<file path="src/logic/eefl_pkg.sv">
/*
  Package for the Ethernet event flag logic: flag and enable bit positions,
  PHY flag register layout, reset values, timing figures and carrier structs.
  Assumes a single core clock domain at 25 MHz.
*/
package eefl_pkg;

  // ****************************************************************
  // Clock and timing
  // ****************************************************************
  localparam int unsigned CLK_PERIOD_PS   = 40000;
  // Deferral limit in nanoseconds, as printed (2.4287 ms)
  localparam int unsigned UNLIMITED_WAIT_ENABLE_LIMIT_NS  = 2428700;
  // Longest time: round down to whole cycles
  localparam int unsigned UNLIMITED_WAIT_ENABLE_LIMIT_CYC = (UNLIMITED_WAIT_ENABLE_LIMIT_NS * 1000) / CLK_PERIOD_PS;
  localparam int unsigned LATE_COL_BYTES  = 64;
  localparam int unsigned PKT_CNT_MAX     = 255;

  // ****************************************************************
  // Main flag register bit positions
  // ****************************************************************
  localparam int unsigned FLG_RX_ERR   = 0;
  localparam int unsigned FLG_TX_ERR   = 1;
  localparam int unsigned FLG_TX_DONE  = 3;
  localparam int unsigned FLG_LINK     = 4;
  localparam int unsigned FLG_COPY     = 5;
  localparam int unsigned FLG_PKT      = 6;
  localparam logic [7:0]  FLG_RESET    = 8'h00;

  // ****************************************************************
  // PHY flag and enable register layout
  // ****************************************************************
  localparam int unsigned PHY_FLG_LINK = 4;
  localparam int unsigned PHY_FLG_GLB  = 2;
  localparam int unsigned PHY_EN_LINK  = 4;
  localparam int unsigned PHY_EN_GLB   = 1;
  localparam logic [15:0] PHY_EN_RESET = 16'h0000;
  // Reserved bits 15..6 and 1 always read back as zero, from reset onwards
  localparam logic [15:0] PHY_RSVD_MASK = 16'hffc2;
  localparam logic [15:0] PHY_RSVD_RESET = 16'h0000;

  // ****************************************************************
  // Carrier structs
  // ****************************************************************
  // Main enable register contents
  typedef struct packed {
    logic global_irq_enable;
    logic receive_error_enable;
    logic transmit_error_enable;
    logic transmit_done_enable;
    logic link_change_enable;
  } eefl_enable_t;

  // Transmit abort causes
  typedef struct packed {
    logic excess_collisions;
    logic late_collision;
    logic collision_after_64;
    logic deferral_timeout;
    logic oversize_frame;
  } eefl_abort_t;

  // Interrupt source numbering
  typedef enum logic [3:0] {
    SRC_RX_ERR  = 4'h1,
    SRC_TX_ERR  = 4'h2,
    SRC_TX_DONE = 4'h4,
    SRC_LINK    = 4'h8
  } eefl_src_t;

endpackage : eefl_pkg

</file>
<file path="src/logic/eefl_event_flags.sv">
/*
  Ethernet event flag logic: receive error, transmit error, transmit done and
  link change flags, their enables, the PHY flag register with clear on read,
  and the active-low interrupt pin.
  Assumes the SPI command decoder and management read logic sit outside and
  deliver single-cycle strobes on i_core_clk; the live link state is a pin.
*/
// Operation
// RL1 - PHY link flag set on change, read clears
// RL2 - PHY global flag for enabled events, read clears
// RL3 - Host keeps reserved bits; zeros read back
// RL4 - Overflow or count 255 aborts, sets receive error
// RL5 - Receive error held until host clear
// RL6 - Receive error drives pin with both enables
// RL7 - Host services packets then clears receive error
// RL8 - Transmit abort causes set transmit error flag
// RL9 - Transmit error held; one-cycle pin pulse (pin here stays low while flag and both enables are set)
// RL10 - Abort clears request, sets abort status, status vector
// RL11 - Host clears late collision and abort status
// RL12 - Full duplex: only oversize frame raises error
// RL13 - Transmit error also sets transmit done
// RL14 - Request falling edge sets transmit done
// RL15 - Host judges success from done and abort
// RL16 - Transmit done held; pin with both enables
// RL17 - Link flag mirrors PHY global flag when enabled
// RL18 - PHY global equals PHY link when enabled
// RL19 - Link interrupt needs all four enables
// RL20 - PHY register read clears all link flags
// RL21 - Host may poll link flag instead
// RL22 - Main flag register bit layout
// RL23 - PHY enable register bits 4 and 1
// RL24 - Pin is OR of enabled flags, gated
`timescale 1ns/1ps
module eefl_event_flags #(
  parameter int unsigned PKT_CNT_W = 8
) (
  // Clock and reset
  input  wire logic               i_core_clk,
  input  wire logic               i_rst,
  // Enables written by the host
  input  wire eefl_pkg::eefl_enable_t i_enable,
  input  wire logic [15:0]        i_phy_enable_wdata,
  input  wire logic               i_phy_enable_we,
  // Host clear strobes (bit-field clear of the main flag register)
  input  wire logic [7:0]         i_flag_clr,
  // PHY flag register management read strobe
  input  wire logic               i_phy_flags_rd,
  // Receive path events
  input  wire logic               i_rx_active,
  input  wire logic               i_rx_buf_full,
  input  wire logic [PKT_CNT_W-1:0] i_received_packet_counter,
  input  wire logic               i_rx_store,
  // Transmit path events
  input  wire logic               i_full_duplex,
  input  wire eefl_pkg::eefl_abort_t i_abort_cause,
  input  wire logic               i_transmit_request_set,
  input  wire logic               i_transmit_request_host_clr,
  input  wire logic               i_transmit_done_ok,
  input  wire logic               i_abort_status_clr,
  // Link state from the PHY pin
  input  wire logic               i_live_link_state,
  // Outputs
  output logic [7:0]              o_event_flag_reg,
  output logic [15:0]             o_phy_event_flags,
  output logic [15:0]             o_phy_event_enable_reg,
  output logic                    o_transmit_request,
  output logic                    o_transmit_abort_status,
  output logic                    o_status_vector_we,
  output logic                    o_rx_discard,
  output logic                    o_irq_n
);
  import eefl_pkg::*;

  // ****************************************************************
  // Elaboration checks
  // ****************************************************************
  if (PKT_CNT_W < 8) begin : g_bad_width
    $error("PKT_CNT_W must hold the count 255");
  end

  localparam logic [PKT_CNT_W-1:0] CNT_SAT = PKT_CNT_W'(PKT_CNT_MAX);

  // ****************************************************************
  // Link pin synchroniser: three stages, change when 2 and 3 agree
  // ****************************************************************
  logic [2:0] link_sync_d, link_sync_q;
  logic       link_stable_d, link_stable_q;

  always_comb begin
    link_sync_d   = {link_sync_q[1:0], i_live_link_state};
    link_stable_d = link_stable_q;
    if (link_sync_q[1] == link_sync_q[2]) begin
      link_stable_d = link_sync_q[2];
    end
  end

  always_ff @(posedge i_core_clk) begin
    if (i_rst) begin
      link_sync_q   <= 3'b000;
      link_stable_q <= 1'b0;
    end else begin
      link_sync_q   <= link_sync_d;
      link_stable_q <= link_stable_d;
    end
  end

  logic link_change;
  assign link_change = link_stable_d != link_stable_q;

  // ****************************************************************
  // PHY enable and PHY flag register
  // ****************************************************************
  logic [15:0] phy_en_d, phy_en_q;
  logic        plnk_d, plnk_q, pglb_d, pglb_q;
  logic        phy_both_en;

  assign phy_both_en = phy_en_q[PHY_EN_LINK] & phy_en_q[PHY_EN_GLB];

  always_comb begin
    phy_en_d = phy_en_q;
    // RL23 enable bit layout
    if (i_phy_enable_we) begin
      phy_en_d = 16'h0000;
      phy_en_d[PHY_EN_LINK] = i_phy_enable_wdata[PHY_EN_LINK];
      phy_en_d[PHY_EN_GLB]  = i_phy_enable_wdata[PHY_EN_GLB];
    end
    plnk_d = plnk_q;
    pglb_d = pglb_q;
    // RL20 read clears flags
    if (i_phy_flags_rd) begin
      plnk_d = 1'b0;
      pglb_d = 1'b0;
    end
    // RL1 change sets link flag; set wins over read
    if (link_change) begin
      plnk_d = 1'b1;
    end
    // RL2 global flag for enabled source
    // RL18 single PHY source
    if (link_change && phy_en_q[PHY_EN_LINK]) begin
      pglb_d = 1'b1;
    end
  end

  always_ff @(posedge i_core_clk) begin
    if (i_rst) begin
      phy_en_q <= PHY_EN_RESET;
      plnk_q   <= 1'b0;
      pglb_q   <= 1'b0;
    end else begin
      phy_en_q <= phy_en_d;
      plnk_q   <= plnk_d;
      pglb_q   <= pglb_d;
    end
  end

  // ****************************************************************
  // Receive error detection
  // ****************************************************************
  logic rx_abort;
  // RL4 overflow or saturated counter
  assign rx_abort = i_rx_active & i_rx_store &
                    (i_rx_buf_full | (i_received_packet_counter == CNT_SAT));

  // ****************************************************************
  // Transmit request, abort status and done detection
  // ****************************************************************
  logic req_d, req_q, abrt_d, abrt_q, vec_d, vec_q;
  logic tx_abort;

  // RL8 any abort cause
  // RL12 full duplex: only oversize frame
  assign tx_abort = req_q & (i_full_duplex ? i_abort_cause.oversize_frame : (|i_abort_cause));

  always_comb begin
    req_d  = req_q;
    abrt_d = abrt_q;
    vec_d  = 1'b0;
    if (i_transmit_request_set) begin
      req_d = 1'b1;
    end
    if (i_transmit_request_host_clr || i_transmit_done_ok) begin
      req_d = 1'b0;
    end
    if (i_abort_status_clr) begin
      abrt_d = 1'b0;
    end
    // RL10 abort ends request, flags status, writes vector
    if (tx_abort) begin
      req_d  = 1'b0;
      abrt_d = 1'b1;
      vec_d  = 1'b1;
    end
  end

  always_ff @(posedge i_core_clk) begin
    if (i_rst) begin
      req_q  <= 1'b0;
      abrt_q <= 1'b0;
      vec_q  <= 1'b0;
    end else begin
      req_q  <= req_d;
      abrt_q <= abrt_d;
      vec_q  <= vec_d;
    end
  end

  logic req_fall;
  // RL14 falling request sets done
  assign req_fall = req_q & ~req_d;

  // ****************************************************************
  // Sticky flags
  // ****************************************************************
  logic rxerr_flag, txerr_flag, txdone_flag, link_flag;

  // RL5 held until host clear
  eefl_sticky_flag u_rxerr (
    .i_core_clk (i_core_clk),
    .i_rst      (i_rst),
    .i_set      (rx_abort),
    .i_clr      (i_flag_clr[FLG_RX_ERR]),
    .o_flag     (rxerr_flag)
  );

  // RL9 held until host clear
  eefl_sticky_flag u_txerr (
    .i_core_clk (i_core_clk),
    .i_rst      (i_rst),
    .i_set      (tx_abort),
    .i_clr      (i_flag_clr[FLG_TX_ERR]),
    .o_flag     (txerr_flag)
  );

  // RL13 abort drops request, so done sets together
  // RL16 held until host clear
  eefl_sticky_flag u_txdone (
    .i_core_clk (i_core_clk),
    .i_rst      (i_rst),
    .i_set      (req_fall),
    .i_clr      (i_flag_clr[FLG_TX_DONE]),
    .o_flag     (txdone_flag)
  );

  // Link flag is read-only: only the PHY read clears it
  logic link_d, link_q;
  always_comb begin
    link_d = link_q;
    if (i_phy_flags_rd) begin
      link_d = 1'b0;
    end
    // RL17 mirror PHY global when both enabled
    if (phy_both_en && pglb_d) begin
      link_d = 1'b1;
    end
  end
  always_ff @(posedge i_core_clk) begin
    if (i_rst) begin
      link_q <= 1'b0;
    end else begin
      link_q <= link_d;
    end
  end
  assign link_flag = link_q;

  // ****************************************************************
  // Interrupt pin and register outputs
  // ****************************************************************
  logic       irq_d;
  logic       irq_n_q;
  logic [7:0] eflg_d;
  logic [15:0] pflg_d;

  always_comb begin
    // RL24 OR of enabled flags gated globally
    // RL6 receive error source
    // RL16 transmit done source
    // RL19 link needs four enables
    irq_d = i_enable.global_irq_enable &
            ((rxerr_flag  & i_enable.receive_error_enable) |
             (txerr_flag  & i_enable.transmit_error_enable) |
             (txdone_flag & i_enable.transmit_done_enable) |
             (link_flag   & i_enable.link_change_enable & phy_both_en));
    // RL22 main flag layout, bit 2 reserved as zero
    eflg_d = FLG_RESET;
    eflg_d[FLG_RX_ERR]  = rxerr_flag;
    eflg_d[FLG_TX_ERR]  = txerr_flag;
    eflg_d[FLG_TX_DONE] = txdone_flag;
    eflg_d[FLG_LINK]    = link_flag;
    // RL3 bits 5, 3, 0 read zero
    pflg_d = PHY_RSVD_RESET;
    pflg_d[PHY_FLG_LINK] = plnk_q;
    pflg_d[PHY_FLG_GLB]  = pglb_q;
  end

  logic [7:0]  eflg_q;
  logic [15:0] pflg_q;
  logic        rxd_q;

  always_ff @(posedge i_core_clk) begin
    if (i_rst) begin
      irq_n_q <= 1'b1;
      eflg_q  <= FLG_RESET;
      pflg_q  <= PHY_RSVD_RESET;
      rxd_q   <= 1'b0;
    end else begin
      irq_n_q <= ~irq_d;
      eflg_q  <= eflg_d;
      pflg_q  <= pflg_d;
      rxd_q   <= rx_abort;
    end
  end

  assign o_irq_n                 = irq_n_q;
  assign o_event_flag_reg        = eflg_q;
  assign o_phy_event_flags       = pflg_q;
  assign o_phy_event_enable_reg  = phy_en_q;
  assign o_transmit_request      = req_q;
  assign o_transmit_abort_status = abrt_q;
  assign o_status_vector_we      = vec_q;
  assign o_rx_discard            = rxd_q;

  // ****************************************************************
  // Assertions
  // ****************************************************************
  AST_RXERR_SET: assert property (@(posedge i_core_clk) disable iff (i_rst)
    rx_abort |=> rxerr_flag ##1 eflg_q[FLG_RX_ERR]) // RL4
    else $error("receive error not reported");
  AST_RXERR_HOLD: assert property (@(posedge i_core_clk) disable iff (i_rst)
    rxerr_flag && !i_flag_clr[FLG_RX_ERR] |=> rxerr_flag) // RL5
    else $error("receive error dropped without clear");
  AST_TXERR_DONE: assert property (@(posedge i_core_clk) disable iff (i_rst)
    $rose(txerr_flag) |-> $rose(txdone_flag) || $past(txdone_flag)) // RL13
    else $error("transmit done not set with error");
  AST_REQ_FALL: assert property (@(posedge i_core_clk) disable iff (i_rst)
    $fell(req_q) |-> txdone_flag) // RL14
    else $error("request fall without done");
  AST_ABORT_STAT: assert property (@(posedge i_core_clk) disable iff (i_rst)
    tx_abort |=> !req_q && abrt_q && vec_q) // RL10
    else $error("abort side effects missing");
  AST_FD_ONLY5: assert property (@(posedge i_core_clk) disable iff (i_rst)
    i_full_duplex && !i_abort_cause.oversize_frame |-> !tx_abort) // RL12
    else $error("collision abort in full duplex");
  AST_PHY_RD_CLR: assert property (@(posedge i_core_clk) disable iff (i_rst)
    i_phy_flags_rd && !link_change |=> !plnk_q && !pglb_q && !link_q) // RL20
    else $error("PHY read did not clear flags");
  AST_LINK_MIRROR: assert property (@(posedge i_core_clk) disable iff (i_rst)
    phy_both_en && $stable(phy_en_q) |-> link_q == pglb_q && pglb_q == plnk_q) // RL18
    else $error("link flags disagree");
  AST_LINK_DEFAULT: assert property (@(posedge i_core_clk) disable iff (i_rst)
    !phy_both_en && !$past(phy_both_en) && !$past(link_q) |-> !link_q) // RL17
    else $error("link flag set while disabled");
  AST_IRQ_PIN: assert property (@(posedge i_core_clk) disable iff (i_rst)
    irq_d |=> !o_irq_n) // RL24
    else $error("interrupt pin not asserted");
  AST_IRQ_GATE: assert property (@(posedge i_core_clk) disable iff (i_rst)
    !i_enable.global_irq_enable |=> o_irq_n) // RL6
    else $error("pin asserted without global enable");

  COV_RXERR: cover property (@(posedge i_core_clk) rx_abort);
  COV_ABORT: cover property (@(posedge i_core_clk) tx_abort ##1 txdone_flag);
  COV_LINK:  cover property (@(posedge i_core_clk) $rose(link_q) ##[1:4] i_phy_flags_rd);

endmodule : eefl_event_flags

</file>
<file path="src/logic/eefl_sticky_flag.sv">
/*
  One sticky event flag: hardware set wins over clear.
  Assumes set and clear are synchronous to i_core_clk.
*/
`timescale 1ns/1ps
module eefl_sticky_flag (
  // Clock and reset
  input  wire logic i_core_clk,
  input  wire logic i_rst,
  // Control
  input  wire logic i_set,
  input  wire logic i_clr,
  // State
  output logic      o_flag
);
  import eefl_pkg::*;

  logic flag_d;
  logic flag_q;

  // Set beats a clear in the same cycle so no event is lost
  always_comb begin
    flag_d = flag_q;
    if (i_clr) begin
      flag_d = 1'b0;
    end
    if (i_set) begin
      flag_d = 1'b1;
    end
  end

  // Register
  always_ff @(posedge i_core_clk) begin
    if (i_rst) begin
      flag_q <= 1'b0;
    end else begin
      flag_q <= flag_d;
    end
  end

  assign o_flag = flag_q;

endmodule : eefl_sticky_flag
</file>
<file path="config.mk">
export PLATFORM = sky130hd
export DESIGN_NAME = eefl_event_flags
export DESIGN_NICKNAME = d
export VERILOG_FILES = /design/src/logic/eefl_pkg.sv /design/src/logic/eefl_event_flags.sv /design/src/logic/eefl_sticky_flag.sv
export SDC_FILE = /design/constraint.sdc
export NUM_CORES = 1
export LEC_CHECK = 0
export ABC_AREA = 1
export BUFFER_PORTS_ARGS = -buffer_cell sky130_fd_sc_hd__buf_4
export CAP_MARGIN = 20
export CORE_ASPECT_RATIO = 1.4
export CORE_UTILIZATION = 39
export DETAILED_ROUTE_END_ITERATION = 8
export PLACE_DENSITY = 0.81
export SETUP_SLACK_MARGIN = 0.5
export SYNTH_ARGS = -nofsm -noshare
export SYNTH_HDL_FRONTEND = slang
export SYNTH_SLANG_ARGS = --single-unit
</file>
<file path="constraint.sdc">
create_clock -name i_core_clk -period 1.4 [get_ports i_core_clk]
set_input_delay 0 -clock i_core_clk [delete_from_list [all_inputs] [get_ports i_core_clk]]
set_output_delay 0 -clock i_core_clk [all_outputs]
set_load 0.005 [all_outputs]
</file>
# == After elaboration in Yosys (flattened, before gate mapping) ==
# Cells that the tools add are included.
# totals
reg_bits,41
input_bits,55
wordCells,67
out_inout_bits,45
# op_classes
n_mux,19
n_bitwise,17
eq_ne,3
n_reduce_logical,10
# ops
op,count
2-to-1 mux 1 bit,19
nonzero test 2 bit,6
bitwise AND 1 bit,11
== test 8 bit (second input constant),1
OR reduction 5 bit,1
OR 1 bit,4
logical AND 1 bit,2
NOT 1 bit,2
== test 1 bit,1
logical OR 1 bit,1
!= test 1 bit,1

# == Logic depth before layout (Yosys ltp) ==
# Gate-level depths: netlist of the first run.
# depth
ltp_word,7
depth_mapped,8

# == Hierarchy ==
# From an unflattened synthesis of the first run, not the netlist that was laid out.
# unflattened
cells_unflattened,151
hier_area_um2,1132.3
# by_module_without_submodules
mod,area_each_um2,cells_each,instances
eefl_event_flags,1012.2,136,1
eefl_sticky_flag,40.0,5,3

# == Worst setup path before layout of the first run ==
# OpenSTA, ideal clock, no wires.
# synth_path
path_kind,reg-to-reg
startpoint,register link_sync_q[2]
endpoint,register link_q (netlist: link_flag)
arrival_ps,724
setup_time_ps,111
path_stages_with_launch,8
synth_period_minus_slack_ps,835
setup_slack_ps,565
t_required_ps,1289
n_path_buf,0
path_cell_list,dfxtp_1 -> inv_1 -> nand2_1 -> nand2_1 -> nand3b_4 -> nand2_4 -> nand2_2 -> nand2_2
# synth_between
elab_chain_len,7
# synth_lines
item,line_no,rtl
"start, declared",eefl_event_flags.sv:86,"logic [2:0] link_sync_d, link_sync_q;"
"start signal, assigned",eefl_event_flags.sv:102,link_sync_q <= link_sync_d;
== test 1 bit,eefl_event_flags.sv:92,if (link_sync_q[1] == link_sync_q[2]) begin
2-to-1 mux 1 bit *,eefl_event_flags.sv:92,
!= test 1 bit *,eefl_event_flags.sv:108,assign link_change = link_stable_d != link_stable_q;
logical AND 1 bit *,eefl_event_flags.sv:140,if (link_change && phy_en_q[PHY_EN_LINK]) begin
2-to-1 mux 1 bit *,eefl_event_flags.sv:140,
logical AND 1 bit *,eefl_event_flags.sv:253,if (phy_both_en && pglb_d) begin
2-to-1 mux 1 bit / nonzero test 2 bit (equally long branches),n/a,
"end signal, assigned",eefl_event_flags.sv:261,link_q <= link_d;
"end, declared",eefl_event_flags.sv:246,"logic link_d, link_q;"
# Mark *: on every way between the ends. The rest lies on a longest branch, timed or not.
# A chain may end at the register's enable or synchronous reset.

# == Final worst setup path of the first run ==
# layout_path
startpoint,input port i_transmit_done_ok
endpoint,register u_txdone.flag_q (netlist: u_txdone.o_flag)
# layout_between
elab_chain_len,6
# layout_lines
item,line_no,rtl
"start, declared",eefl_event_flags.sv:58,"input wire logic i_transmit_done_ok,"
logical OR 1 bit *,eefl_event_flags.sv:182,if (i_transmit_request_host_clr || i_transmit_done_ok) begin
2-to-1 mux 1 bit *,eefl_event_flags.sv:182,
2-to-1 mux 1 bit *,eefl_event_flags.sv:189,if (tx_abort) begin
NOT 1 bit *,eefl_event_flags.sv:210,assign req_fall = req_q & ~req_d;
bitwise AND 1 bit *,eefl_event_flags.sv:210,
2-to-1 mux 1 bit / nonzero test 2 bit (equally long branches),n/a,
"end signal, assigned",eefl_sticky_flag.sv:37,flag_q <= flag_d;
"end, declared",eefl_sticky_flag.sv:19,logic flag_q;
# Marked as above.

==> results of run 1 <==
layout make-up:
cell class / count / area (µm²) / area share [%]
Timing Repair Buffer: 61 / 490 / 31.8
Sequential cell: 23 / 468 / 30.3
Multi-Input combinational cell: 93 / 434 / 28.1
Inverter: 20 / 80.1 / 5.19
Tap cell: 36 / 45.0 / 2.92
Clock buffer: 4 / 26.3 / 1.70
worst max path at each step:
stage,startpoint,endpoint,cells past startpoint
2_1_floorplan,link_sync_q[2],link_flag,7
3_3_place_gp,o_transmit_request,u_txdone.o_flag,5
3_5_place_dp,link_sync_q[2],plnk_q,5
4_1_cts,link_sync_q[2],link_flag,7
5_1_grt,link_sync_q[1],plnk_q,5
6_report,i_transmit_done_ok,u_txdone.o_flag,6
what timing repair did:
action	in CTS	in global routing
hold buffers	13	0
resized for setup	2	8
endpoints found under the hold margin	11	0
endpoints found under the setup margin	3	3
cells by family after synthesis:
group | synth area share, %
AND/OR/NAND/NOR | 22.1
buffers and inverters | 30.5
other | 0.339
AO/OA/AOI/OAI | 5.44
flip-flops | 41.7
through the flow:
step | area (µm²) | worst slack, ns | power (mW) | instances | hold slack (ns)
after CTS | 1530 | 0.500 | 1.16 | 237 | 0.000289
after global routing | 1540 | 0.490 | 1.22 | 237 | 0.0168
after detailed placement | 1370 | 0.497 | 0.847 | 220 | 0.201
final | 1540 | 0.519 | 1.16 | 237 | -0.000312
after global placement | 1370 | 0.496 | 0.845 | 220 | 0.200
after floorplan | 1220 | 0.565 | 0.820 | 170 | 0.0845
power by group:
group	total (mW)	leakage, nW	internal (mW)	switching, mW
Sequential	0.677	0.189	0.669	0.00801
Clock	0.290	0.0150	0.111	0.179
Combinational	0.191	0.619	0.111	0.0795
Total	1.16	0.823	0.891	0.267
cells in the final DEF, fill, tap and decap left out:
cell type / netlist / layout
clkbuf_4: 0 / 3
inv_2: 1 / 3
dfxtp_1: 23 / 19
nand3b_4: 1 / 1
nand3_1: 2 / 2
dlygate4sd3_1: 0 / 13
o22ai_1: 1 / 1
inv_1: 18 / 16
o21bai_4: 1 / 1
dfxtp_2: 0 / 3
nand2_2: 3 / 4
buf_4: 32 / 48
nand2_1: 22 / 20
nand4_1: 3 / 3
nor3_1: 1 / 1
nor2_2: 1 / 1
dfxtp_4: 0 / 1
clkbuf_1: 0 / 1
nor2_1: 19 / 19
o21bai_1: 1 / 1
nand2_4: 1 / 2
a21oi_1: 1 / 1
a22oi_1: 1 / 1
inv_6: 1 / 1
o21ai_0: 3 / 3
conb_1: 1 / 32
synthesized netlist by cell type (all sizes together):
cell type,n,area [µm²]
o21bai,2,26.3
a21oi,1,5.00
nand2,26,113
nand3b,1,20.0
o21ai,3,15.0
conb,1,3.75
nand4,3,18.8
nand3,2,10.0
nor3,1,5.00
inv,20,80.1
o22ai,1,6.26
dfxtp,23,460
buf,34,256
nor2,20,77.6
a22oi,1,7.51
worst max-delay path: cells and delay by family:
| family | cells | cell delay [ns] |
|---|---|---|
| buffers and inverters | 2 | 0.70 |
| and+or+nand+nor | 4 | 0.38 |
routing by layer:
layer	part of all wire [%]	GRT usage, %	vias up	wire [µm]
met3	6.9	1.67	2	150
met4	0.87	5.36	0	19
met1	34	13.3	424	746
met5	0	0	-	0
li1	-	-	476	-
met2	58	30.2	52	1260
==> flow_metrics.py, run 1 <==
metrics = {
    "synth": {
        "synth_area_per_cell_um2": 7.95,
        "synth_cell_types": 23,
        "synth_area_um2": 1100,
        "synth-warning-count": 0,
        "synth-seq-cells": 23,
        "synth.yosys.seq_area_share_pct": 41.7,
        "synthCells": 139,
    },
    "placement": {
        "hpwl_mm": 1.54,
        "portBuffers": 48,
        "routabilityCongestion": 0.767,
    },
    "setup_path": {
        "worstPathMaxFanout": 2,
        "endpoint_kind": "flip-flop",
        "cp_data_required_time_ns": 1.61,
        "r2r_slack_ns": 0.54,
        "worstPathArrival_ns": 1.09,
        "cp_slowest_cell": "dlygate4sd3_1",
        "worstSetupPathType": "primary input to flip-flop",
        "r2r_start": "link_stable_q",
        "cp_common_cell": "nand2_1",
        "critPathMaxStageDelay_ns": 0.56,
        "path_cells": "dlygate4sd3_1 -> buf_4 -> nor3_1 -> nand2_1 -> nand2_1 -> nand2_1",
        "crit_path_start_kind": "primary input",
        "ff2ff_path_depth": 5,
        "reg2reg_to": "link_flag",
    },
    "floorplan": {
        "initial_core_util_pct": 41.8,
        "die_h_um": 65.0,
        "coreArea_um2": 2640,
        "io_pins": 100,
        "die_x_um": 47.0,
        "die_area_um2": 3050,
        "rows": 22,
    },
    "clock_network": {
        "cts_tree": "built",
        "htree_levels": 1,
        "cts_buffer_depth": 2,
        "cts-buffers-inserted": 3,
        "cts_root_buffer": "clkbuf_4",
        "worst_skew_pair.late_latency_ns": 0.29,
        "clock_sinks": 23,
        "post_cts_buffers": 0,
        "clk_pin_slew_ns": 0.12,
    },
    "grt": {
        "grt_max_degree": 17,
        "grt_overflow": 0,
        "antenna_found_initial": 0,
        "grt_pass1_vias": 884,
        "grt_pass1_wl_mm": 3.31,
        "track_usage_pct": 14.8,
    },
    "detailed_routing": {
        "wl_per_cell_um": 9.17,
        "drt_iter0_markers": 17,
        "vias_per_cell": 4.03,
        "vias": 954,
        "route.antenna.remaining_nets": 0,
        "first_pass_iters": 4,
        "route.detailed.drc": 0,
        "detail_route.wirelength_mm": 2.17,
    },
    "pwr": {
        "leakagePower_nw": 0.823,
        "peakVddDrop_uv": 297,
        "power_density_nw_per_um2": 750,
    },
    "cells_and_area": {
        "drive_gt1_share_pct": 33.8,
        "nets": 257,
        "finalCoreUtilization_pct": 58.4,
        "n_fill_cell": 261,
        "largest_register_ffs": 4,
        "diodes": 0,
        "area.growth.synth_to_final_pct": 39.8,
    },
    "sta": {
        "fin_crit_ns": 0.881,
        "setup_viol_count_final": 0,
        "fin_hold_ws_ns": -0.000312,
        "drv_slew": 0,
        "rsz0062_at_grt": "yes",
        "fin_worst_skew_ns": 0.00140,
        "finalHoldViolations": 1,
        "fin_crit_sh_pct": 62.9,
        "tns_ns": 0,
        "fmax_mhz": 1140,
    },
    "outcome": {
        "status": "complete, but fails checks",
        "violations": "negative hold slack",
    },
    "hold_path": {
        "hp-class": "primary input to flip-flop",
        "hp-start": "i_rst",
        "whs_path_depth": 2,
        "min_to": "link_sync_q[1]",
    },
    "flow_run": {
        "drv_cap": 0,
    },
}
Power figures use the tool's default switching activity.
==> inputs of run 2 (changes only) <==
CORE_UTILIZATION = 33   (was 39)
PLACE_DENSITY = 0.73   (was 0.81)
clock period = 0.8 ns   (was 1.4 ns; I/O delays follow)
==> run 2 against run 1 <==
Net effect: the run ends with negative hold slack, negative setup slack left; combinational power increased by 77%; register-to-register slack worse by 0.59 ns; non-clock buffer count down 5; via count down 4.9%; critical path type is now flip-flop to flip-flop; first-iteration DRC count fell by 82%; count of clock-buffer cells in the layout is the same; setup slack got worse by 0.57 ns.
==> flow_metrics.py, run 2 (synthesis gave the netlist of run 1 again) <==
metrics = {
    "outcome": {
        "status": "complete, but fails checks",
        "violations": "negative hold slack, negative setup slack",
    },
    "cells_and_area": {
        "n_fill_cell": 316,
        "drive_gt1_share_pct": 50.5,
        "diodes": 0,
        "largest_register_ffs": 4,
        "final_common_cell": "buf_4",
        "multi_input_area_um2": 488,
        "nets": 252,
        "regArea_um2": 478,
        "area.growth.synth_to_final_pct": 46.2,
        "final_cell_mix": "buf_4, conb_1, nand2_1",
    },
    "setup_path": {
        "worstPathArrival_ns": 1.05,
        "worstPathMaxFanout": 3,
        "worstSetupPathType": "flip-flop to flip-flop",
        "endpoint_kind": "flip-flop",
        "cp_data_required_time_ns": 1.01,
        "path_cells": "inv_2 -> o21bai_4 -> nand3b_4 -> nand2_4 -> nand2_2 -> nand2_2",
        "critPathMaxStageDelay_ns": 0.32,
        "cp_common_cell": "nand2_2",
        "cpLargestDelayFamily": "flip-flops",
        "critPathBufInv": 1,
        "cp_slowest_cell": "dfxtp_2",
        "r2r_slack_ns": -0.05,
        "crit_path_start_kind": "flip-flop",
    },
    "clock_network": {
        "cts-buffers-inserted": 3,
        "cts_root_buffer": "clkbuf_8",
        "clock_sinks": 23,
        "cts_tree": "built",
        "clk_pin_slew_ns": 0.08,
        "worst_skew_pair.late_latency_ns": 0.25,
        "cts_buffer_depth": 2,
        "htree_levels": 1,
    },
    "floorplan": {
        "io_pins": 100,
        "die_x_um": 50.9,
        "die_h_um": 70.5,
        "rows": 24,
        "die_area_um2": 3590,
        "coreArea_um2": 3150,
        "initial_core_util_pct": 35.0,
    },
    "sta": {
        "setup_ws_ns": -0.0476,
        "fin_crit_sh_pct": 106,
        "fin_crit_ns": 0.848,
        "drv_slew": 0,
        "fin_worst_skew_ns": 0.00114,
        "fin_hold_ws_ns": -0.0900,
        "finalHoldViolations": 9,
        "setup_viol_count_final": 5,
        "rsz0062_at_grt": "yes",
        "fmax_mhz": 1180,
    },
    "hold_path": {
        "hp-class": "primary input to flip-flop",
    },
    "grt": {
        "grt_max_degree": 13,
        "antenna_found_initial": 0,
        "grt_pass1_vias": 769,
        "grt_pass1_wl_mm": 2.92,
        "track_usage_pct": 10.6,
        "grt_overflow": 0,
    },
    "placement": {
        "routabilityCongestion": 0.749,
        "portBuffers": 48,
        "dp_slack_ns": -0.0259,
        "hpwl_mm": 1.47,
    },
    "detailed_routing": {
        "vias_per_cell": 3.86,
        "detail_route.wirelength_mm": 1.83,
        "first_pass_iters": 2,
        "route.antenna.remaining_nets": 0,
        "vias": 907,
        "drt_iter0_markers": 3,
        "route.detailed.drc": 0,
        "wl_per_cell_um": 7.80,
    },
    "pwr": {
        "p_switching_uw": 499,
        "power_density_nw_per_um2": 1380,
        "power.total_mw": 2.22,
        "leakagePower_nw": 0.844,
        "power.internal_mw": 1.72,
        "p_sw_share_pct": 22.5,
        "pwr-share-comb_pct": 15.2,
        "peakVddDrop_uv": 1030,
        "seqPwrFrac_pct": 53.6,
        "clkPwrFrac_pct": 31.2,
    },
    "flow_run": {
        "drv_cap": 0,
    },
}
-- run 2: cell types whose count changed in the layout (fill, tap and decap cells not counted), moves of 3 or more --
cell	change
nor2_1	-3
clkbuf_8	+3
buf_6	+14
dfxtp_1	-10
clkbuf_4	-3
dlygate4sd3_1	-13
o21ai_0	-3
dfxtp_2	+11
inv_1	-3
buf_4	-6
nand2_1	-3
-- run 2: power groups by stage --
stage	clock [mW]	combinational [mW]	sequential, mW
after floorplan	0	0.239	1.21
after global placement	0	0.287	1.21
after detailed placement	0	0.289	1.21
after CTS	0.724	0.310	1.19
after global routing	0.760	0.375	1.19
final	0.693	0.338	1.19
-- run 2: timing repair --
item / in CTS / in global routing
gates resized for setup: 20 / 21
endpoints found under the hold margin: 9 / 6
setup endpoints to repair: 34 / 34
pin swaps: 4 / 3
buffers inserted: 1 / 3
-- run 2: worst register-to-register path: cells and delay by family (launching register included) --
| kind | cells | cell delay (ns) |
|---|---|---|
| flip-flops | 1 | 0.32 |
| AND/OR/NAND/NOR | 4 | 0.24 |
| buffers and inverters | 1 | 0.05 |
| AO/OA/AOI/OAI | 1 | 0.18 |
-- run 2: final cells by class --
class,instances,share of cell area (%)
well taps,39,3.02
clock buffers,4,2.79
inverters,20,5.11
flip-flops and latches,23,29.6
repair buffers,56,29.3
multi-input cells,93,30.2
-- run 2: metal layers --
| metal | wire, µm | track usage (%) |
|---|---|---|
| met3 | 194 | 2.61 |
| met4 | 26 | 5.56 |
| met2 | 951 | 18.1 |
| met5 | 0 | 0 |
| met1 | 662 | 11.5 |
-- run 2: worst paths after layout --
kind	startpoint	to	depth (start not counted)
setup / recovery	link_sync_q[2]	link_flag	6
hold / removal	i_flag_clr[0]	u_rxerr.o_flag	2
setup reg to reg	link_sync_q[2]	link_flag	6
hold reg to reg	link_sync_q[0]	link_sync_q[1]	2
-- run 2: metrics by stage --
step	TNS, ns	utilization [%]	cells	cell area, µm²
final	-0.0767	51.2	235	1620
after detailed placement	-0.0472	45.0	227	1420
after global placement	-0.0285	45.0	227	1420
after floorplan	0	-	170	1250
after CTS	-0.114	48.4	232	1530
after global routing	-0.570	51.2	235	1620
